### src/uwic_pkg.sv
// Constants and types shared by the wake and infrared carrier block
package uwic_pkg;
  // Register byte offsets
  localparam logic [11:0] OFS_CARRIER = 12'h000;
  localparam logic [11:0] OFS_MODSW   = 12'h004;
  localparam logic [11:0] OFS_WAKECTL = 12'h008;
  localparam logic [11:0] OFS_STATUS  = 12'h00c;
  // Reset values
  localparam logic [7:0] RST_CARRIER = 8'h00;
  localparam logic [7:0] RST_MODSW   = 8'h00;
  localparam logic [7:0] RST_WAKECTL = 8'h00;
  // ir_carrier_control fields
  localparam int POL_BIT = 7;
  localparam int DIV_MSB = 6;
  // ir_modulation_switch field
  localparam int MODEN_BIT = 0;
  // Wake control fields
  localparam int UEN_BIT  = 0;
  localparam int RXON_BIT = 1;
  localparam int RIE_BIT  = 2;
  localparam int WAKE_BIT = 3;
  localparam int GIE_BIT  = 4;
  localparam int SIE_BIT  = 5;
  localparam logic [7:0] WAKECTL_MASK = 8'h3f;
  // Status fields
  localparam int ST_TXBUSY  = 0;
  localparam int ST_RXBUSY  = 1;
  localparam int ST_STARTUP = 2;
  localparam int ST_LEVEL   = 3;
  // Timing counts in system clock cycles, and the transmit FIFO depth in entries
  localparam int STARTUP_CYCLES = 1024;
  localparam int BAUD_DIV       = 16;
  localparam int FIFO_DEPTH     = 4;
  typedef enum logic [1:0] {SER_IDLE, SER_START, SER_DATA, SER_STOP} uwic_ser_e;
endpackage

### src/uwic_top.sv
// Serial wake-up, clock-stop freeze and infrared carrier modulation
// Summary of operation
// While the system clock is stopped a transmission freezes and resumes from the same point.
// While the system clock is stopped a reception freezes and resumes from the same point.
// Idle or sleep entry leaves every serial register unchanged.
// Software should let transfers finish before it enters idle or sleep.
// With wake, unit, receiver and receive-irq enables set, a falling receive edge wakes the part.
// Receive data during the post-wake start-up period is discarded.
// A wake interrupt is raised only if global and serial irq enables are set too.
// The wake interrupt waits until the start-up period has fully elapsed.
// With modulation on, the carrier appears only while the transmitted bit is 0.
// Bit 7 of the carrier control register selects output polarity.
// The carrier frequency is the system clock over coefficient plus one, halved.
// Bit 0 of the modulation switch turns carrier modulation on or off.
// Bits 7 to 1 of the modulation switch read as zero.
// A counter toggles a square wave every coefficient-plus-one cycles.
//
// Decided for this implementation: the placing of the registers and the APB slave port.
`timescale 1ns/100ps

module uwic_fifo #(
  parameter int WIDTH = 8,
  parameter int DEPTH = 4
) (
  input  wire logic             pclk,
  input  wire logic             presetn,
  input  wire logic [WIDTH-1:0] in_data,
  input  wire logic             in_valid,
  output logic                  in_ready,
  output logic [WIDTH-1:0]      out_data,
  output logic                  out_valid,
  input  wire logic             out_ready
);
  localparam int AW = (DEPTH > 1) ? $clog2(DEPTH) : 1;
  localparam int CW = $clog2(DEPTH + 1);

  logic [WIDTH-1:0] mem_ff [DEPTH];
  logic [AW-1:0]    wp_ff;
  logic [AW-1:0]    rp_ff;
  logic [CW-1:0]    cnt_ff;
  logic [AW-1:0]    nxt_wp;
  logic [AW-1:0]    nxt_rp;
  logic [CW-1:0]    nxt_cnt;
  logic             push;
  logic             pop;

  function automatic logic [AW-1:0] bump(input logic [AW-1:0] p);
    bump = (p == AW'(DEPTH - 1)) ? '0 : p + 1'b1;
  endfunction

  assign in_ready  = (cnt_ff != CW'(DEPTH));
  assign out_valid = (cnt_ff != '0);
  assign out_data  = mem_ff[rp_ff];
  assign push      = in_valid && in_ready;
  assign pop       = out_valid && out_ready;

  always_comb begin
    nxt_wp  = push ? bump(wp_ff) : wp_ff;
    nxt_rp  = pop ? bump(rp_ff) : rp_ff;
    nxt_cnt = cnt_ff;
    if (push && !pop) begin
      nxt_cnt = cnt_ff + 1'b1;
    end else if (pop && !push) begin
      nxt_cnt = cnt_ff - 1'b1;
    end
  end

  always_ff @(posedge pclk or negedge presetn) begin
    if (!presetn) begin
      wp_ff  <= '0;
      rp_ff  <= '0;
      cnt_ff <= '0;
    end else begin
      wp_ff  <= nxt_wp;
      rp_ff  <= nxt_rp;
      cnt_ff <= nxt_cnt;
    end
  end

  // Storage needs no reset; valid is tracked by the count
  always_ff @(posedge pclk) begin
    if (push) begin
      mem_ff[wp_ff] <= in_data;
    end
  end
endmodule // uwic_fifo

module uwic_top #(
  parameter int STARTUP_CYCLES = uwic_pkg::STARTUP_CYCLES,
  parameter int BAUD_DIV       = uwic_pkg::BAUD_DIV
) (
  input  wire logic        pclk,
  input  wire logic        presetn,
  input  wire logic        psel,
  input  wire logic        penable,
  input  wire logic        pwrite,
  input  wire logic [11:0] paddr,
  input  wire logic [31:0] pwdata,
  output logic [31:0]      prdata,
  output logic             pready,
  output logic             pslverr,
  input  wire logic        clk_run,
  input  wire logic        lp_mode,
  input  wire logic [7:0]  tx_data,
  input  wire logic        tx_valid,
  output logic             tx_ready,
  input  wire logic        rxd,
  output logic             txd,
  output logic [7:0]       rx_data,
  output logic             rx_valid,
  output logic             wake_req,
  output logic             wake_irq,
  output logic             startup_busy
);
  localparam int SUW = $clog2(STARTUP_CYCLES + 1);
  localparam int BW  = $clog2(BAUD_DIV + 1);
  localparam logic [BW-1:0] BAUD_LAST = BW'(BAUD_DIV - 1);
  localparam logic [BW-1:0] BAUD_HALF = BW'(BAUD_DIV / 2);

  logic [7:0]     carrier_ff, nxt_carrier;
  logic [7:0]     modsw_ff, nxt_modsw;
  logic [7:0]     wakectl_ff, nxt_wakectl;
  logic [31:0]    prdata_ff, nxt_prdata;
  logic           wr;
  logic           hit;

  // Only software writes move these; idle or sleep entry touches none
  assign wr     = psel && penable && pwrite;
  assign hit    = (paddr == uwic_pkg::OFS_CARRIER) || (paddr == uwic_pkg::OFS_MODSW)
               || (paddr == uwic_pkg::OFS_WAKECTL) || (paddr == uwic_pkg::OFS_STATUS);
  assign pready  = 1'b1;
  assign pslverr = psel && penable && !hit;
  assign prdata  = prdata_ff;

  logic uen, rxon, receive_irq_enable, wake_en, gie, sie;
  assign uen     = wakectl_ff[uwic_pkg::UEN_BIT];
  assign rxon    = wakectl_ff[uwic_pkg::RXON_BIT];
  assign receive_irq_enable     = wakectl_ff[uwic_pkg::RIE_BIT];
  assign wake_en = wakectl_ff[uwic_pkg::WAKE_BIT];
  assign gie     = wakectl_ff[uwic_pkg::GIE_BIT];
  assign sie     = wakectl_ff[uwic_pkg::SIE_BIT];

  uwic_pkg::uwic_ser_e tx_st_ff, nxt_tx_st, rx_st_ff, nxt_rx_st;
  logic [SUW-1:0] su_ff, nxt_su;

  always_comb begin
    nxt_carrier = carrier_ff;
    nxt_modsw   = modsw_ff;
    nxt_wakectl = wakectl_ff;
    nxt_prdata  = prdata_ff;
    if (wr && paddr == uwic_pkg::OFS_CARRIER) begin
      nxt_carrier = pwdata[7:0];
    end else if (wr && paddr == uwic_pkg::OFS_MODSW) begin
      // upper bits not stored
      nxt_modsw = pwdata[7:0] & 8'h01;
    end else if (wr && paddr == uwic_pkg::OFS_WAKECTL) begin
      nxt_wakectl = pwdata[7:0] & uwic_pkg::WAKECTL_MASK;
    end
    // Read data is captured in the setup cycle so the access needs no wait
    if (psel && !penable && !pwrite) begin
      if (paddr == uwic_pkg::OFS_CARRIER) begin
        nxt_prdata = {24'h000000, carrier_ff};
      end else if (paddr == uwic_pkg::OFS_MODSW) begin
        nxt_prdata = {24'h000000, modsw_ff};
      end else if (paddr == uwic_pkg::OFS_WAKECTL) begin
        nxt_prdata = {24'h000000, wakectl_ff};
      end else if (paddr == uwic_pkg::OFS_STATUS) begin
        nxt_prdata = 32'h00000000;
        nxt_prdata[uwic_pkg::ST_TXBUSY]  = (tx_st_ff != uwic_pkg::SER_IDLE);
        nxt_prdata[uwic_pkg::ST_RXBUSY]  = (rx_st_ff != uwic_pkg::SER_IDLE);
        nxt_prdata[uwic_pkg::ST_STARTUP] = (su_ff != '0);
        nxt_prdata[uwic_pkg::ST_LEVEL]   = rxd;
      end else begin
        nxt_prdata = 32'h00000000;
      end
    end
  end

  always_ff @(posedge pclk or negedge presetn) begin
    if (!presetn) begin
      carrier_ff <= uwic_pkg::RST_CARRIER;
      modsw_ff   <= uwic_pkg::RST_MODSW;
      wakectl_ff <= uwic_pkg::RST_WAKECTL;
      prdata_ff  <= 32'h00000000;
    end else begin
      carrier_ff <= nxt_carrier;
      modsw_ff   <= nxt_modsw;
      wakectl_ff <= nxt_wakectl;
      prdata_ff  <= nxt_prdata;
    end
  end

  // Transmit path: FIFO feeds an 8N1 shifter
  logic [7:0]    f_data;
  logic          f_valid, f_rd;
  logic [7:0]    tx_sh_ff, nxt_tx_sh;
  logic [2:0]    tx_bit_ff, nxt_tx_bit;
  logic [BW-1:0] tx_cnt_ff, nxt_tx_cnt;
  logic          txb_ff, nxt_txb;

  uwic_fifo #(.WIDTH(8), .DEPTH(uwic_pkg::FIFO_DEPTH)) u_fifo (
    .pclk      (pclk),
    .presetn   (presetn),
    .in_data   (tx_data),
    .in_valid  (tx_valid),
    .in_ready  (tx_ready),
    .out_data  (f_data),
    .out_valid (f_valid),
    .out_ready (f_rd)
  );

  always_comb begin
    nxt_tx_st  = tx_st_ff;
    nxt_tx_sh  = tx_sh_ff;
    nxt_tx_bit = tx_bit_ff;
    nxt_tx_cnt = tx_cnt_ff;
    nxt_txb    = txb_ff;
    f_rd       = 1'b0;
    // no clock, no progress; every field simply holds
    if (clk_run && uen) begin
      if (tx_st_ff == uwic_pkg::SER_IDLE) begin
        nxt_txb = 1'b1;
        if (f_valid) begin
          f_rd       = 1'b1;
          nxt_tx_sh  = f_data;
          nxt_tx_cnt = '0;
          nxt_txb    = 1'b0;
          nxt_tx_st  = uwic_pkg::SER_START;
        end
      end else if (tx_cnt_ff != BAUD_LAST) begin
        nxt_tx_cnt = tx_cnt_ff + 1'b1;
      end else begin
        nxt_tx_cnt = '0;
        if (tx_st_ff == uwic_pkg::SER_START) begin
          nxt_tx_st  = uwic_pkg::SER_DATA;
          nxt_tx_bit = '0;
          nxt_txb    = tx_sh_ff[0];
        end else if (tx_st_ff == uwic_pkg::SER_DATA) begin
          nxt_tx_sh = {1'b0, tx_sh_ff[7:1]};
          if (tx_bit_ff == 3'd7) begin
            nxt_tx_st = uwic_pkg::SER_STOP;
            nxt_txb   = 1'b1;
          end else begin
            nxt_tx_bit = tx_bit_ff + 1'b1;
            nxt_txb    = tx_sh_ff[1];
          end
        end else begin
          nxt_tx_st = uwic_pkg::SER_IDLE;
        end
      end
    end
  end

  // Receive path and wake detection
  logic          rx_prev_ff, nxt_rx_prev;
  logic [7:0]    rx_sh_ff, nxt_rx_sh;
  logic [2:0]    rx_bit_ff, nxt_rx_bit;
  logic [BW-1:0] rx_cnt_ff, nxt_rx_cnt;
  logic [7:0]    rx_data_ff, nxt_rx_data;
  logic          rx_valid_ff, nxt_rx_valid;
  logic          wake_ff, nxt_wake;
  logic          wirq_ff, nxt_wirq;
  logic          fall;

  assign fall = rx_prev_ff && !rxd;

  always_comb begin
    nxt_rx_prev  = rxd;
    nxt_rx_st    = rx_st_ff;
    nxt_rx_sh    = rx_sh_ff;
    nxt_rx_bit   = rx_bit_ff;
    nxt_rx_cnt   = rx_cnt_ff;
    nxt_rx_data  = rx_data_ff;
    nxt_rx_valid = 1'b0;
    nxt_wake     = 1'b0;
    nxt_wirq     = 1'b0;
    nxt_su       = su_ff;
    // armed wake on a falling receive edge while in low power
    if (lp_mode && wake_en && uen && rxon && receive_irq_enable && fall && su_ff == '0) begin
      nxt_wake = 1'b1;
      nxt_su   = SUW'(STARTUP_CYCLES);
    end else if (su_ff != '0) begin
      nxt_su = su_ff - 1'b1;
      // raised in the cycle after the last start-up cycle; R7: only with both enables
      if (su_ff == SUW'(1)) begin
        nxt_wirq = gie && sie;
      end
    end
    // start-up period or disabled receiver drops the frame
    if (su_ff != '0 || nxt_wake || !uen || !rxon) begin
      nxt_rx_st = uwic_pkg::SER_IDLE;
    end else if (clk_run) begin
      // held when the clock is stopped
      if (rx_st_ff == uwic_pkg::SER_IDLE) begin
        if (fall) begin
          nxt_rx_st  = uwic_pkg::SER_START;
          nxt_rx_cnt = '0;
        end
      end else if (rx_st_ff == uwic_pkg::SER_START) begin
        nxt_rx_cnt = rx_cnt_ff + 1'b1;
        if (rx_cnt_ff == BAUD_HALF) begin
          nxt_rx_cnt = '0;
          nxt_rx_bit = '0;
          nxt_rx_st  = rxd ? uwic_pkg::SER_IDLE : uwic_pkg::SER_DATA;
        end
      end else if (rx_cnt_ff != BAUD_LAST) begin
        nxt_rx_cnt = rx_cnt_ff + 1'b1;
      end else begin
        nxt_rx_cnt = '0;
        if (rx_st_ff == uwic_pkg::SER_DATA) begin
          nxt_rx_sh  = {rxd, rx_sh_ff[7:1]};
          nxt_rx_bit = rx_bit_ff + 1'b1;
          if (rx_bit_ff == 3'd7) begin
            nxt_rx_st = uwic_pkg::SER_STOP;
          end
        end else begin
          nxt_rx_st = uwic_pkg::SER_IDLE;
          // A low stop bit is a broken frame and is dropped
          if (rxd) begin
            nxt_rx_data  = rx_sh_ff;
            nxt_rx_valid = 1'b1;
          end
        end
      end
    end
  end

  // Carrier generator and output stage
  logic [6:0] car_cnt_ff, nxt_car_cnt;
  logic       car_ff, nxt_car;
  logic       txd_ff, nxt_txd;
  logic       pol;

  assign pol = carrier_ff[uwic_pkg::POL_BIT];

  always_comb begin
    nxt_car_cnt = car_cnt_ff;
    nxt_car     = car_ff;
    // toggle after coefficient-plus-one cycles
    if (clk_run) begin
      // half period is coefficient plus one
      if (car_cnt_ff >= carrier_ff[uwic_pkg::DIV_MSB:0]) begin
        nxt_car_cnt = '0;
        nxt_car     = !car_ff;
      end else begin
        nxt_car_cnt = car_cnt_ff + 1'b1;
      end
    end
    // output stage freezes too, so the pin never lags a stopped clock
    nxt_txd = txd_ff;
    if (clk_run) begin
      nxt_txd = txb_ff;
      // modulation switch
      if (modsw_ff[uwic_pkg::MODEN_BIT]) begin
        // carrier only on low bits; R10: polarity 1 gives high bursts
        nxt_txd = txb_ff ? !pol : (pol ? car_ff : !car_ff);
      end
    end
  end

  always_ff @(posedge pclk or negedge presetn) begin
    if (!presetn) begin
      tx_st_ff    <= uwic_pkg::SER_IDLE;
      tx_sh_ff    <= 8'h00;
      tx_bit_ff   <= 3'h0;
      tx_cnt_ff   <= '0;
      txb_ff      <= 1'b1;
      rx_st_ff    <= uwic_pkg::SER_IDLE;
      rx_prev_ff  <= 1'b1;
      rx_sh_ff    <= 8'h00;
      rx_bit_ff   <= 3'h0;
      rx_cnt_ff   <= '0;
      rx_data_ff  <= 8'h00;
      rx_valid_ff <= 1'b0;
      wake_ff     <= 1'b0;
      wirq_ff     <= 1'b0;
      su_ff       <= '0;
      car_cnt_ff  <= 7'h00;
      car_ff      <= 1'b0;
      txd_ff      <= 1'b1;
    end else begin
      tx_st_ff    <= nxt_tx_st;
      tx_sh_ff    <= nxt_tx_sh;
      tx_bit_ff   <= nxt_tx_bit;
      tx_cnt_ff   <= nxt_tx_cnt;
      txb_ff      <= nxt_txb;
      rx_st_ff    <= nxt_rx_st;
      rx_prev_ff  <= nxt_rx_prev;
      rx_sh_ff    <= nxt_rx_sh;
      rx_bit_ff   <= nxt_rx_bit;
      rx_cnt_ff   <= nxt_rx_cnt;
      rx_data_ff  <= nxt_rx_data;
      rx_valid_ff <= nxt_rx_valid;
      wake_ff     <= nxt_wake;
      wirq_ff     <= nxt_wirq;
      su_ff       <= nxt_su;
      car_cnt_ff  <= nxt_car_cnt;
      car_ff      <= nxt_car;
      txd_ff      <= nxt_txd;
    end
  end

  assign txd          = txd_ff;
  assign rx_data      = rx_data_ff;
  assign rx_valid     = rx_valid_ff;
  assign wake_req     = wake_ff;
  assign wake_irq     = wirq_ff;
  assign startup_busy = (su_ff != '0);
endmodule // uwic_top

### config.mk
export PLATFORM = sky130hd
export DESIGN_NAME = uwic_top
export DESIGN_NICKNAME = d
export VERILOG_FILES = /design/src/uwic_pkg.sv /design/src/uwic_top.sv
export SDC_FILE = /design/constraint.sdc
export NUM_CORES = 1
export LEC_CHECK = 0
export BUFFER_PORTS_ARGS = -buffer_cell sky130_fd_sc_hd__buf_2
export CAP_MARGIN = 20
export CORE_MARGIN = 3
export CORE_UTILIZATION = 45
export CTS_BUF_LIST = sky130_fd_sc_hd__clkbuf_8
export CTS_CLUSTER_SIZE = 8
export DETAILED_ROUTE_END_ITERATION = 10
export GPL_TIMING_DRIVEN = 0
export PLACE_DENSITY = 0.64
export SLEW_MARGIN = 40
export SYNTH_ARGS = -nofsm -noshare
export SYNTH_HDL_FRONTEND = slang
export SYNTH_SLANG_ARGS = --single-unit
### constraint.sdc
create_clock -name pclk -period 4.4 [get_ports pclk]
set_clock_uncertainty 0.2 [all_clocks]
set_input_delay 0.44 -clock pclk [delete_from_list [all_inputs] [get_ports pclk]]
set_output_delay 0.44 -clock pclk [all_outputs]
set_load 0.1 [all_outputs]
==> out/summary.txt, run 1 <==
CLOCK TREE
------------------------------------------------------------------------------------------
CTS H-tree depth ............................................................            4
Number of post-CTS setup repair buffers .....................................            0
Clk Tree Root Cell .......................................................... sky130_fd_sc_hd__clkbuf_8
TritonCTS sink count ........................................................          131
Hold_buf cts ................................................................           11
Number of clock buffers inserted by TritonCTS ...............................           17
Maximum root-to-sink buffer count ...........................................            2
Number of instances resized during post-cts repair ..........................            0
Skew-Pair Late Insertion Delay ..............................................      0.44 ns
CTS tree ....................................................................        built
Clock edge transition at the registers on the reported setup and hold paths .      0.08 ns

FLOORPLANNING
------------------------------------------------------------------------------------------
Effective utilization at floorplan ..........................................        0.469
Die height ..................................................................       125 um
Die extent in x .............................................................       125 um
Row Count ...................................................................           42
I/O pin cnt .................................................................          109
Core region area ............................................................   0.0135 mm2
Die area ....................................................................   0.0155 mm2

SYNTH
------------------------------------------------------------------------------------------
Sequential-to-total area share from yosys stat ..............................        0.544
Ys async rst share ..........................................................        0.756
Mapped cell area ............................................................  0.00633 mm2
Syn avg cell area ...........................................................     12.1 um2
Post-synthesis cell type count ..............................................           63
Number of synthesized flops with an enable pin ..............................           32
Number of instances in the synthesized netlist ..............................          521
Synth warn ..................................................................            0
Most used flip-flop cell after synthesis .................................... sky130_fd_sc_hd__dfrtp_1
#FFs+latches synth ..........................................................          131

CRITICAL PATH
------------------------------------------------------------------------------------------
Critical path fanouts, max ..................................................           10
Crit path launch type .......................................................         flop
Worst setup slack for register-to-register paths ............................      1.45 ns
Number of cell instances on the worst register-to-register path .............            9
Setup CP Type ............................................................... flop to flop
Critical path capture point type ............................................         flop
Data arrival time of the critical path ......................................      3.08 ns
Required time reported for the critical path endpoint .......................      4.53 ns

GRT
------------------------------------------------------------------------------------------
Global router's overall resource usage ......................................        0.160
Number of global-route vias before repair ...................................         4180
Total global routing overflow ...............................................            0
Pin count of the biggest net entering global routing ........................           74
First-pass GRT wire length ..................................................      19.9 mm
Initial antenna violation count .............................................            0

PLACE
------------------------------------------------------------------------------------------
IO Port Bufs ................................................................           59
DP HPWL .....................................................................      8.55 mm
Total placed instance area ..................................................  0.00697 mm2
Weighted congestion at the end of routability-driven global placement .......        0.809

ROUTING
------------------------------------------------------------------------------------------
Per-cell via count in the routed design .....................................         5.06
Count of TritonRoute iterations in the first routing pass ...................            4
Total wirelength of the detailed-routed design ..............................      11.8 mm
Average routed wire per standard cell .......................................      14.4 um
Iteration-0 DRC count of the detailed router ................................          215
Number of routed nets with antenna violations ...............................            0
Remaining DRCs ..............................................................            0
Total number of vias ........................................................         4161

TIMING
------------------------------------------------------------------------------------------
Max-slew violation count ....................................................            0
Worst-Margin Slew ...........................................................     0.733 ns
Total Neg Setup Slack .......................................................         0 ns
Fmax achieved ...............................................................      339 MHz
Final-report hold violation count ...........................................            0
Final critical-path share of the clock period ...............................        0.670
Final Critical Period .......................................................      2.95 ns
Setup repair after global routing missed its margin .........................           no
Headroom to the max-slew limit ..............................................        0.504
Final setup violation count .................................................            0

FLOW RUN
------------------------------------------------------------------------------------------
Max-cap violations ..........................................................            0

HOLD PATH
------------------------------------------------------------------------------------------
Hold Path Stages ............................................................            2
Worst Hold Class ............................................................ input pin to flop

FINISH
------------------------------------------------------------------------------------------
Cell area after layout ......................................................  0.00749 mm2
Final nets ..................................................................          726
Area growth from synthesis to layout ........................................        18.4%
Number of antenna cells inserted ............................................            0
Fraction of final layout cells sized beyond drive strength 1 ................        0.272

POWER AND IR DROP
------------------------------------------------------------------------------------------
Max VDD drop ................................................................     0.250 mV
Leak Pwr ....................................................................      3.58 nW
Power density of the placed cells ...........................................   378 mW/mm2

OUTCOME
------------------------------------------------------------------------------------------
Result of the run ...........................................................    completed

-- area by class of cell --
| type | instances | area [um2] |
|---|---|---|
| multi-input cells | 346 | 2620 |
| clock buffers | 17 | 234 |
| flip-flops and latches | 131 | 3440 |
| clock inverters | 15 | 173 |
| repair buffers | 71 | 443 |
| plain buffers | 39 | 250 |
| well taps | 176 | 220 |
| fillers | 1165 | 6010 |
| inverters | 28 | 105 |
-- critical path, cell delays in order, from the launching register on --
cell                      delay (ns)
sky130_fd_sc_hd__dfrtp_1        0.43
sky130_fd_sc_hd__inv_1          0.11
sky130_fd_sc_hd__ha_1           0.21
sky130_fd_sc_hd__buf_1          0.53
sky130_fd_sc_hd__and3_1         0.34
sky130_fd_sc_hd__inv_1          0.06
sky130_fd_sc_hd__ha_1           0.21
sky130_fd_sc_hd__inv_1          0.07
sky130_fd_sc_hd__fa_1           0.40
sky130_fd_sc_hd__mux2_2         0.27
-- registers in the layout (all words and copies together) (netlist names), 2 cells and up --
| name | flops |
|---|---|
| u_fifo.rp_ff | 2 |
| carrier_ff | 8 |
| rx_bit_ff | 3 |
| u_fifo.wp_ff | 2 |
| tx_bit_ff | 3 |
| rx_data | 8 |
| tx_st_ff | 2 |
| prdata | 8 |
| rx_sh_ff | 8 |
| u_fifo.mem_ff | 32 |
| su_ff | 11 |
| tx_cnt_ff | 5 |
| rx_cnt_ff | 5 |
| car_cnt_ff | 7 |
| rx_st_ff | 2 |
| u_fifo.cnt_ff | 3 |
| tx_sh_ff | 8 |
| wakectl_ff | 6 |
-- cells by family after synthesis --
| group | count (synthesis) | share of synthesized area |
|---|---|---|
| flops | 131 | 0.544 |
| fa+ha+maj | 31 | 0.0625 |
| buf+inv | 67 | 0.0560 |
| simple gates | 146 | 0.125 |
| xor+xnor | 16 | 0.0221 |
| compound gates | 66 | 0.0657 |
| mux | 62 | 0.123 |
| other cells | 2 | 0.00119 |
-- placed cells by master (no fill, tap or decap), types with 5 or more instances in the layout --
cell type	count
sky130_fd_sc_hd__a21oi_1	17
sky130_fd_sc_hd__a31oi_1	9
sky130_fd_sc_hd__and3_1	8
sky130_fd_sc_hd__buf_2	59
sky130_fd_sc_hd__buf_4	25
sky130_fd_sc_hd__clkbuf_1	10
sky130_fd_sc_hd__clkbuf_8	17
sky130_fd_sc_hd__conb_1	25
sky130_fd_sc_hd__dfrtp_1	96
sky130_fd_sc_hd__dlygate4sd3_1	11
sky130_fd_sc_hd__edfxtp_1	32
sky130_fd_sc_hd__ha_1	30
sky130_fd_sc_hd__inv_1	30
sky130_fd_sc_hd__mux2_2	38
sky130_fd_sc_hd__mux2i_1	15
sky130_fd_sc_hd__mux4_2	9
sky130_fd_sc_hd__nand2_1	28
sky130_fd_sc_hd__nand2b_1	7
sky130_fd_sc_hd__nand3_1	16
sky130_fd_sc_hd__nand4_1	5
sky130_fd_sc_hd__nor2_1	40
sky130_fd_sc_hd__nor3_1	6
sky130_fd_sc_hd__nor4_1	5
sky130_fd_sc_hd__o21ai_0	16
sky130_fd_sc_hd__xnor2_1	6
sky130_fd_sc_hd__xor2_1	10
-- where the power goes --
part           internal (W)  switching [W]  leakage (nW)
clock network      0.000601       0.000443         0.208
registers           0.00134      0.0000462          1.61
logic              0.000127       0.000272          1.76
-- per-layer routing --
metal  vias to the layer above  wire length, um  GRT usage
met3                        14              595     0.0545
met5                         -                0          0
li1                       2046                -          -
met2                        83             5800      0.267
met4                         0              153     0.0561
met1                      2018             5280      0.195
-- synth_stat cells (2+ instances only) --
cell,number,area share
sky130_fd_sc_hd__and3_1,8,0.0079
sky130_fd_sc_hd__inv_1,28,0.017
sky130_fd_sc_hd__o21a_1,2,0.0024
sky130_fd_sc_hd__nor4_4,2,0.0067
sky130_fd_sc_hd__clkbuf_1,11,0.0065
sky130_fd_sc_hd__nand4_1,5,0.0049
sky130_fd_sc_hd__a21o_1,2,0.0024
sky130_fd_sc_hd__nor2b_1,4,0.0040
sky130_fd_sc_hd__nor4_1,6,0.0059
sky130_fd_sc_hd__mux2i_1,15,0.024
sky130_fd_sc_hd__nand2_1,28,0.017
sky130_fd_sc_hd__a22o_1,4,0.0055
sky130_fd_sc_hd__mux2_2,38,0.068
sky130_fd_sc_hd__nand2b_1,7,0.0069
sky130_fd_sc_hd__nor2_1,40,0.024
sky130_fd_sc_hd__or3_1,2,0.0020
sky130_fd_sc_hd__dfstp_2,3,0.012
sky130_fd_sc_hd__conb_1,2,0.0012
sky130_fd_sc_hd__and2_1,2,0.0020
sky130_fd_sc_hd__dfrtp_1,96,0.38
sky130_fd_sc_hd__nand3b_1,3,0.0036
sky130_fd_sc_hd__a21oi_1,17,0.013
sky130_fd_sc_hd__or4_1,2,0.0024
sky130_fd_sc_hd__nor3_1,6,0.0047
sky130_fd_sc_hd__o22ai_1,2,0.0020
sky130_fd_sc_hd__edfxtp_1,32,0.15
sky130_fd_sc_hd__ha_1,30,0.059
sky130_fd_sc_hd__xor2_1,10,0.014
sky130_fd_sc_hd__nand3_1,16,0.013
sky130_fd_sc_hd__o31ai_1,4,0.0047
sky130_fd_sc_hd__nor4b_1,2,0.0028
sky130_fd_sc_hd__mux4_2,9,0.032
sky130_fd_sc_hd__o21ai_0,16,0.013
sky130_fd_sc_hd__a31oi_1,9,0.0089
sky130_fd_sc_hd__xnor2_1,6,0.0083
sky130_fd_sc_hd__buf_4,25,0.030
-- stage by stage --
step | instances | util | total power [W] | hold slack (ns) | worst slack [ns]
6_report | 823 | 0.555 | 0.00283 | 0.0522 | 1.45
5_1_grt | 823 | 0.555 | 0.00297 | 0.0243 | 1.29
4_1_cts | 823 | 0.555 | 0.00287 | 0.0128 | 1.43
3_5_place_dp | 780 | 0.516 | 0.00181 | 0.105 | 1.47
3_3_place_gp | 779 | 0.513 | 0.00178 | 0.257 | 1.33
2_1_floorplan | 544 | - | 0.00170 | -0.0556 | 1.58
-- final timing paths --
kind | start | to
max | tx_st_ff[0] | u_fifo.cnt_ff[1]
max in group asynchronous | presetn | rx_prev_ff
min reg2reg | su_ff[9] | su_ff[9]
max reg2reg | tx_st_ff[0] | u_fifo.cnt_ff[1]
min | pwdata[6] | carrier_ff[6]
min in group asynchronous | presetn | tx_cnt_ff[1]
(Power assumes the default switching activity.)
==> run 2: changes to the inputs <==
- ABC_AREA: default -> 1
- clock period: 4.4 -> 3.1 ns (I/O delays scaled with it)
==> run 2 against run 1 <==
Cell count grew 33%. Sequential share of layout area shrank 3.4 points. Critical path depth grew 2. Routed wire length grew 17%. Critical endpoint unchanged. Largest cell class unchanged. Core utilization shrank 0.49 points. Sequential cell count is the same. Power grew 51%. Highest routed layer unchanged. Critical path type unchanged.
==> out/summary.txt, run 2 <==
OUTCOME
------------------------------------------------------------------------------------------
Result of the run ...........................................................    completed

SYNTH
------------------------------------------------------------------------------------------
Most common cell in the synthesized netlist ................................. sky130_fd_sc_hd__nand2_1
Most area-hungry cell type in the Yosys netlist ............................. sky130_fd_sc_hd__dfrtp_1
#FFs+latches synth ..........................................................          131
Sequential-to-total area share from yosys stat ..............................        0.503
Post-synthesis cell type count ..............................................           42
Syn avg cell area ...........................................................     8.80 um2
Number of synthesized flops with an enable pin ..............................           32
Top cells by instance count after synthesis ................................. sky130_fd_sc_hd__nand2_1 (194), sky130_fd_sc_hd__dfrtp_1 (96), sky130_fd_sc_hd__inv_1 (87)
Most used flip-flop cell after synthesis .................................... sky130_fd_sc_hd__dfrtp_1
Number of instances in the synthesized netlist ..............................          777
Ys async rst share ..........................................................        0.756
Mapped cell area ............................................................  0.00684 mm2
Synth top area share ........................................................        0.351
Synth warn ..................................................................            0
Cell types with the largest area share after synthesis ...................... sky130_fd_sc_hd__dfrtp_1 (35%), sky130_fd_sc_hd__edfxtp_1 (14%), sky130_fd_sc_hd__nand2_1 (11%)

TIMING
------------------------------------------------------------------------------------------
Max-slew violation count ....................................................            0
Headroom to the max-slew limit ..............................................        0.505
Worst-Margin Slew ...........................................................     0.740 ns
Final critical-path share of the clock period ...............................        0.868
Fmax achieved ...............................................................      372 MHz
Final setup violation count .................................................            0
Setup repair after global routing missed its margin .........................           no
Final Critical Period .......................................................      2.69 ns
Total Neg Setup Slack .......................................................         0 ns
Final-report hold violation count ...........................................            0

PLACE
------------------------------------------------------------------------------------------
Weighted congestion at the end of routability-driven global placement .......        0.808
IO Port Bufs ................................................................           59
DP HPWL .....................................................................      9.99 mm

FLOORPLANNING
------------------------------------------------------------------------------------------
Die height ..................................................................       129 um
Effective utilization at floorplan ..........................................        0.465
Core region area ............................................................   0.0147 mm2
Die extent in x .............................................................       129 um
Die area ....................................................................   0.0167 mm2
Row Count ...................................................................           44
I/O pin cnt .................................................................          109

CRITICAL PATH
------------------------------------------------------------------------------------------
Critical path capture point type ............................................         flop
Endpoint of the worst setup timing path ..................................... u_fifo.cnt_ff[1]
Critical path fanouts, max ..................................................           10
Cell with the most instances on the worst path .............................. sky130_fd_sc_hd__inv_1
Crit path from ..............................................................  tx_st_ff[0]
Number of cell instances on the worst register-to-register path .............           11
Reg2Reg Launch Point ........................................................  tx_st_ff[0]
Setup CP Type ............................................................... flop to flop
Cell with the largest stage delay on the worst path ......................... sky130_fd_sc_hd__dfrtp_1
Worst setup slack for register-to-register paths ............................      0.41 ns
Crit path largest cell delay ................................................      0.42 ns
Data arrival time of the critical path ......................................      2.83 ns
Series of cell instances along the critical path ............................ inv_1, ha_1, buf_2, o31ai_1, nor2_1, inv_1, ha_1, inv_1, fa_1, nor2_1, a21oi_1
Required time reported for the critical path endpoint .......................      3.24 ns
Crit path launch type .......................................................         flop
Endpoint of the worst-slack reg-to-reg timing path .......................... u_fifo.cnt_ff[1]

CLOCK TREE
------------------------------------------------------------------------------------------
Maximum root-to-sink buffer count ...........................................            2
CTS tree ....................................................................        built
Clk Tree Root Cell .......................................................... sky130_fd_sc_hd__clkbuf_8
Number of post-CTS setup repair buffers .....................................            0
TritonCTS sink count ........................................................          131
Number of clock buffers inserted by TritonCTS ...............................           17
CTS H-tree depth ............................................................            4
Skew-Pair Late Insertion Delay ..............................................      0.45 ns
Clock edge transition at the registers on the reported setup and hold paths .      0.09 ns

FINISH
------------------------------------------------------------------------------------------
Max reg flops ...............................................................           32
Fraction of final layout cells sized beyond drive strength 1 ................        0.182
Final nets ..................................................................          989
Highest-count cells in the layout ignoring fill and taps .................... sky130_fd_sc_hd__nand2_1 (194), sky130_fd_sc_hd__dfrtp_1 (96), sky130_fd_sc_hd__inv_1 (87)
Registers with the highest flip-flop counts ................................. u_fifo.mem_ff: 32 flops, su_ff: 11 flops
Area growth from synthesis to layout ........................................        18.2%
Most common cell after layout, fill and taps aside .......................... sky130_fd_sc_hd__nand2_1
Register containing the most flip-flops in the final layout ................. u_fifo.mem_ff
Number of antenna cells inserted ............................................            0
Finished Core Util ..........................................................        0.550

POWER AND IR DROP
------------------------------------------------------------------------------------------
Leak Pwr ....................................................................      4.13 nW
Max VDD drop ................................................................     0.465 mV
Power density of the placed cells ...........................................   528 mW/mm2

ROUTING
------------------------------------------------------------------------------------------
Total number of vias ........................................................         5286
Number of routed nets with antenna violations ...............................            0
Total wirelength of the detailed-routed design ..............................      13.8 mm
Iteration-0 DRC count of the detailed router ................................          412
Average routed wire per standard cell .......................................      12.6 um
Remaining DRCs ..............................................................            0
Per-cell via count in the routed design .....................................         4.83
Count of TritonRoute iterations in the first routing pass ...................            5

FLOW RUN
------------------------------------------------------------------------------------------
Max-cap violations ..........................................................            0

GRT
------------------------------------------------------------------------------------------
First-pass GRT wire length ..................................................      23.4 mm
Initial antenna violation count .............................................            0
Number of global-route vias before repair ...................................         4929
Global router's overall resource usage ......................................        0.176
Total global routing overflow ...............................................            0
Pin count of the biggest net entering global routing ........................           74

HOLD PATH
------------------------------------------------------------------------------------------
Worst Hold Class ............................................................ input pin to flop

run 2: changes by cell type after synthesis, moves of 9 or more:
| cell | change |
|---|---|
| sky130_fd_sc_hd__mux2i_1 | -15 |
| sky130_fd_sc_hd__mux2_2 | -38 |
| sky130_fd_sc_hd__nand4_1 | +20 |
| sky130_fd_sc_hd__mux4_2 | -9 |
| sky130_fd_sc_hd__o21ai_1 | +15 |
| sky130_fd_sc_hd__nand2_1 | +166 |
| sky130_fd_sc_hd__nor2_1 | +17 |
| sky130_fd_sc_hd__inv_1 | +59 |
| sky130_fd_sc_hd__o21ai_0 | +31 |
| sky130_fd_sc_hd__nand3_1 | +47 |
run 2: timing repair:
item | in CTS | in global routing
hold buffers | 18 | 0
hold endpoints to repair | 146 | 0
resized for setup | 0 | 0
setup endpoints to repair | 0 | 0
run 2: cell families after synthesis:
family,after synthesis,share of synthesized area
AND/OR/NAND/NOR,377,0.260
buffers and inverters,135,0.0933
flip-flops,131,0.503
AO/OA/AOI/OAI,89,0.0686
adder cells (fa/ha/maj),31,0.0578
XOR/XNOR,12,0.0154
other,2,0.00110
run 2: layout make-up:
type	instances	area [um2]
Inverter	95	357
Tap cell	184	230
Fill cell	1388	6620
Multi-Input combinational cell	534	2850
Buffer	40	282
Timing Repair Buffer	78	513
Clock inverter	15	175
Sequential cell	131	3440
Clock buffer	17	234
run 2: worst min path at each step:
stage,to,from,cells past startpoint
2_1_floorplan,car_cnt_ff[0],presetn,0
3_3_place_gp,rx_data[4],rx_data[4],2
3_5_place_dp,prdata[6],presetn,1
4_1_cts,txd,clk_run,4
5_1_grt,txd,clk_run,4
6_report,txd,clk_run,4
run 2: stage by stage:
| stage | hold WS [ns] | std cells | instance area (um2) | setup WS [ns] | power [W] |
|---|---|---|---|---|---|
| after global routing | 0.0725 | 1094 | 8080 | 0.197 | 0.00450 |
| after floorplan | -0.186 | 800 | 6930 | 0.199 | 0.00260 |
| after CTS | 0.0238 | 1094 | 8080 | 0.395 | 0.00431 |
| after global placement | 0.253 | 1043 | 7450 | 0.401 | 0.00276 |
| final | 0.0356 | 1094 | 8080 | 0.410 | 0.00426 |
| after detailed placement | -0.0269 | 1044 | 7490 | 0.422 | 0.00278 |
run 2: routing by layer:
metal | vias to the layer above | part of all wire | GRT usage
met3 | 12 | 0.052 | 0.0470
li1 | 2737 | - | -
met4 | 0 | 0.013 | 0.0525
met2 | 114 | 0.44 | 0.269
met5 | - | 0 | 0
met1 | 2423 | 0.50 | 0.247
run 2: critical path, delay by kind of cell, from the launching register on:
family | cells | cell delay, ns
DFF | 1 | 0.42
AOI/OAI and AO/OA | 2 | 0.19
buffers and inverters | 4 | 0.53
and+or+nand+nor | 2 | 0.38
adders and majority gates | 3 | 0.84
run 2: power breakdown:
| group | total [W] | internal (W) | leakage (nW) | switching, W |
|---|---|---|---|---|
| Sequential | 0.00203 | 0.00194 | 1.52 | 0.0000913 |
| Clock | 0.00150 | 0.000690 | 0.211 | 0.000814 |
| Combinational | 0.000729 | 0.000212 | 2.40 | 0.000517 |
==> run 3: changes to the inputs <==
- PLACE_DENSITY: 0.64 -> 0.66
==> run 3 against run 2 <==
Power is 0.19% lower. Clock power is essentially flat. Combinational power about the same. Clock-buffer cell count did not move. Final area about the same. Global-route usage up 0.22 points. First-iteration DRC count is 12% lower. Via count is 0.28% higher. Largest cell class unchanged.
==> out/summary.txt, run 3 (same netlist as run 2, synthesis figures left out) <==
POWER AND IR DROP
------------------------------------------------------------------------------------------
Internal power contribution .................................................    0.00284 W
Power density of the placed cells ...........................................   526 mW/mm2
Portion of total power attributed to the clock network ......................        0.352
Max VDD drop ................................................................     0.499 mV
Combinational share of power ................................................        0.172
Fraction of power consumed by sequential logic ..............................        0.477
Power spent charging and discharging nets ...................................    0.00142 W
Switching part of the total power ...........................................        0.333
Leak Pwr ....................................................................      4.12 nW

PLACE
------------------------------------------------------------------------------------------
DP HPWL .....................................................................      9.99 mm
Weighted congestion at the end of routability-driven global placement .......        0.799
IO Port Bufs ................................................................           59
Post-Place Setup Slack ......................................................     0.475 ns
Placed Cells incl. Taps .....................................................         1044

FINISH
------------------------------------------------------------------------------------------
Final nets ..................................................................          989
Registers with the highest flip-flop counts ................................. u_fifo.mem_ff: 32 flops, su_ff: 11 flops
Number of standard cells in the layout, taps in and fillers out .............         1094
Register containing the most flip-flops in the final layout ................. u_fifo.mem_ff
Register area ...............................................................  0.00344 mm2
Fillcell total ..............................................................         1346
Fraction of final layout cells sized beyond drive strength 1 ................        0.182
Highest-count cells in the layout ignoring fill and taps .................... sky130_fd_sc_hd__nand2_1 (194), sky130_fd_sc_hd__dfrtp_1 (96), sky130_fd_sc_hd__inv_1 (87)
Most common cell after layout, fill and taps aside .......................... sky130_fd_sc_hd__nand2_1
Multi-input combinational cell area .........................................  0.00285 mm2
Area growth from synthesis to layout ........................................        18.3%
Number of antenna cells inserted ............................................            0
Max reg flops ...............................................................           32

CLOCK TREE
------------------------------------------------------------------------------------------
TritonCTS sink count ........................................................          131
CTS tree ....................................................................        built
Number of instances resized during post-cts repair ..........................            0
Clk Tree Root Cell .......................................................... sky130_fd_sc_hd__clkbuf_8
Clock edge transition at the registers on the reported setup and hold paths .      0.09 ns
Maximum root-to-sink buffer count ...........................................            2
Skew-Pair Late Insertion Delay ..............................................      0.45 ns
CTS H-tree depth ............................................................            4
Number of post-CTS setup repair buffers .....................................            0
Number of clock buffers inserted by TritonCTS ...............................           17

FLOORPLANNING
------------------------------------------------------------------------------------------
Core region area ............................................................   0.0147 mm2
Row Count ...................................................................           44
Die extent in x .............................................................       129 um
Die height ..................................................................       129 um
Effective utilization at floorplan ..........................................        0.465
Die area ....................................................................   0.0167 mm2
I/O pin cnt .................................................................          109

CRITICAL PATH
------------------------------------------------------------------------------------------
Critical path fanouts, max ..................................................           10
Crit path launch type .......................................................         flop
Series of cell instances along the critical path ............................ inv_1, ha_1, buf_2, o31ai_1, nor2_1, inv_1, ha_1, inv_1, fa_1, nor2_1, a21oi_1
Critical path capture point type ............................................         flop
Buf/Inv on CP ...............................................................            4
Data arrival time of the critical path ......................................      2.79 ns
Cell with the largest stage delay on the worst path ......................... sky130_fd_sc_hd__dfrtp_1
Setup CP Type ............................................................... flop to flop
Required time reported for the critical path endpoint .......................      3.24 ns
Crit path largest cell delay ................................................      0.42 ns
Cell with the most instances on the worst path .............................. sky130_fd_sc_hd__inv_1
Top cell family by delay on the critical path ...............................  adder cells

ROUTING
------------------------------------------------------------------------------------------
Average routed wire per standard cell .......................................      12.6 um
Iteration-0 DRC count of the detailed router ................................          361
Count of TritonRoute iterations in the first routing pass ...................            5
Number of routed nets with antenna violations ...............................            0
Total wirelength of the detailed-routed design ..............................      13.8 mm
Per-cell via count in the routed design .....................................         4.85
Remaining DRCs ..............................................................            0
Total number of vias ........................................................         5301

TIMING
------------------------------------------------------------------------------------------
Setup repair after global routing missed its margin .........................           no
Fmax achieved ...............................................................      377 MHz
Final setup violation count .................................................            0
Max-slew violation count ....................................................            0
Final critical-path share of the clock period ...............................        0.856
Worst-Margin Slew ...........................................................     0.781 ns
Final-report hold violation count ...........................................            0
Final Critical Period .......................................................      2.65 ns
Total Neg Setup Slack .......................................................         0 ns
Worst Slack Setup Final .....................................................     0.446 ns
Headroom to the max-slew limit ..............................................        0.477

GRT
------------------------------------------------------------------------------------------
Total global routing overflow ...............................................            0
M1 GR Usage .................................................................        0.232
Most used routing layer .....................................................         met2
GR met3 Demand/Resource .....................................................       0.0371
Pin count of the biggest net entering global routing ........................           65
Global router's overall resource usage ......................................        0.178
First-pass GRT wire length ..................................................      23.8 mm
Number of global-route vias before repair ...................................         5117
Met2 track utilization from global routing ..................................        0.295
Initial antenna violation count .............................................            0

FLOW RUN
------------------------------------------------------------------------------------------
Max-cap violations ..........................................................            0

OUTCOME
------------------------------------------------------------------------------------------
Result of the run ...........................................................    completed

HOLD PATH
------------------------------------------------------------------------------------------
Worst Hold Class ............................................................ input pin to flop

run 3: final timing paths:
kind / start / end / slack (ns) / depth (start not counted)
max in group asynchronous: presetn / txb_ff / 1.96 / 3
min reg2reg: rx_data[0] / rx_data[0] / 0.27 / 2
min: clk_run / txd / 0.08 / 4
max reg2reg: tx_st_ff[0] / u_fifo.cnt_ff[1] / 0.45 / 11
max: tx_st_ff[0] / u_fifo.cnt_ff[1] / 0.45 / 11
min in group asynchronous: presetn / prdata[5] / 0.11 / 2
run 3: worst register-to-register path, cell delays in order (launching register included):
cell and delay (ns):
sky130_fd_sc_hd__dfrtp_1 0.42, sky130_fd_sc_hd__inv_1 0.09, sky130_fd_sc_hd__ha_1 0.21, sky130_fd_sc_hd__buf_2 0.26, sky130_fd_sc_hd__o31ai_1 0.15, sky130_fd_sc_hd__nor2_1 0.28, sky130_fd_sc_hd__inv_1 0.09, sky130_fd_sc_hd__ha_1 0.20
sky130_fd_sc_hd__inv_1 0.09, sky130_fd_sc_hd__fa_1 0.41, sky130_fd_sc_hd__nor2_1 0.09, sky130_fd_sc_hd__a21oi_1 0.05
run 3: final cells by class:
| class | instances | area share |
|---|---|---|
| clock inverter | 15 | 0.0224 |
| timing repair buffer | 78 | 0.0634 |
| multi-input combinational | 534 | 0.352 |
| inverter | 95 | 0.0441 |
| sequential | 131 | 0.426 |
| buffer | 40 | 0.0348 |
| clock buffer | 17 | 0.0289 |
| tap | 184 | 0.0285 |
run 3: per-stage QoR:
step	power [W]	util	hold WS, ns	instance area (um2)
2_1_floorplan	0.00260	-	-0.186	6930
3_3_place_gp	0.00276	0.507	0.252	7450
3_5_place_dp	0.00278	0.510	0.00194	7490
4_1_cts	0.00430	0.550	0.0550	8090
5_1_grt	0.00449	0.550	0.0907	8090
6_report	0.00425	0.550	0.0775	8090
run 3: what timing repair did:
action	in CTS	in global routing
setup endpoints to repair	0	0
endpoints found under the hold margin	146	0
hold buffers	18	0
run 3: routing by layer:
layer  vias up  part of all wire
li1       2736                 -
met1      2435              0.46
met2       118              0.48
met3        12             0.046
met4         0             0.012
met5         -                 0
run 3: power by group through the flow:
stage / clock, W / combinational, W / sequential [W]
after detailed placement: 0 / 0.000716 / 0.00206
after CTS: 0.00153 / 0.000736 / 0.00203
after global placement: 0 / 0.000699 / 0.00206
after floorplan: 0 / 0.000513 / 0.00209
after global routing: 0.00162 / 0.000821 / 0.00205
final: 0.00150 / 0.000730 / 0.00203
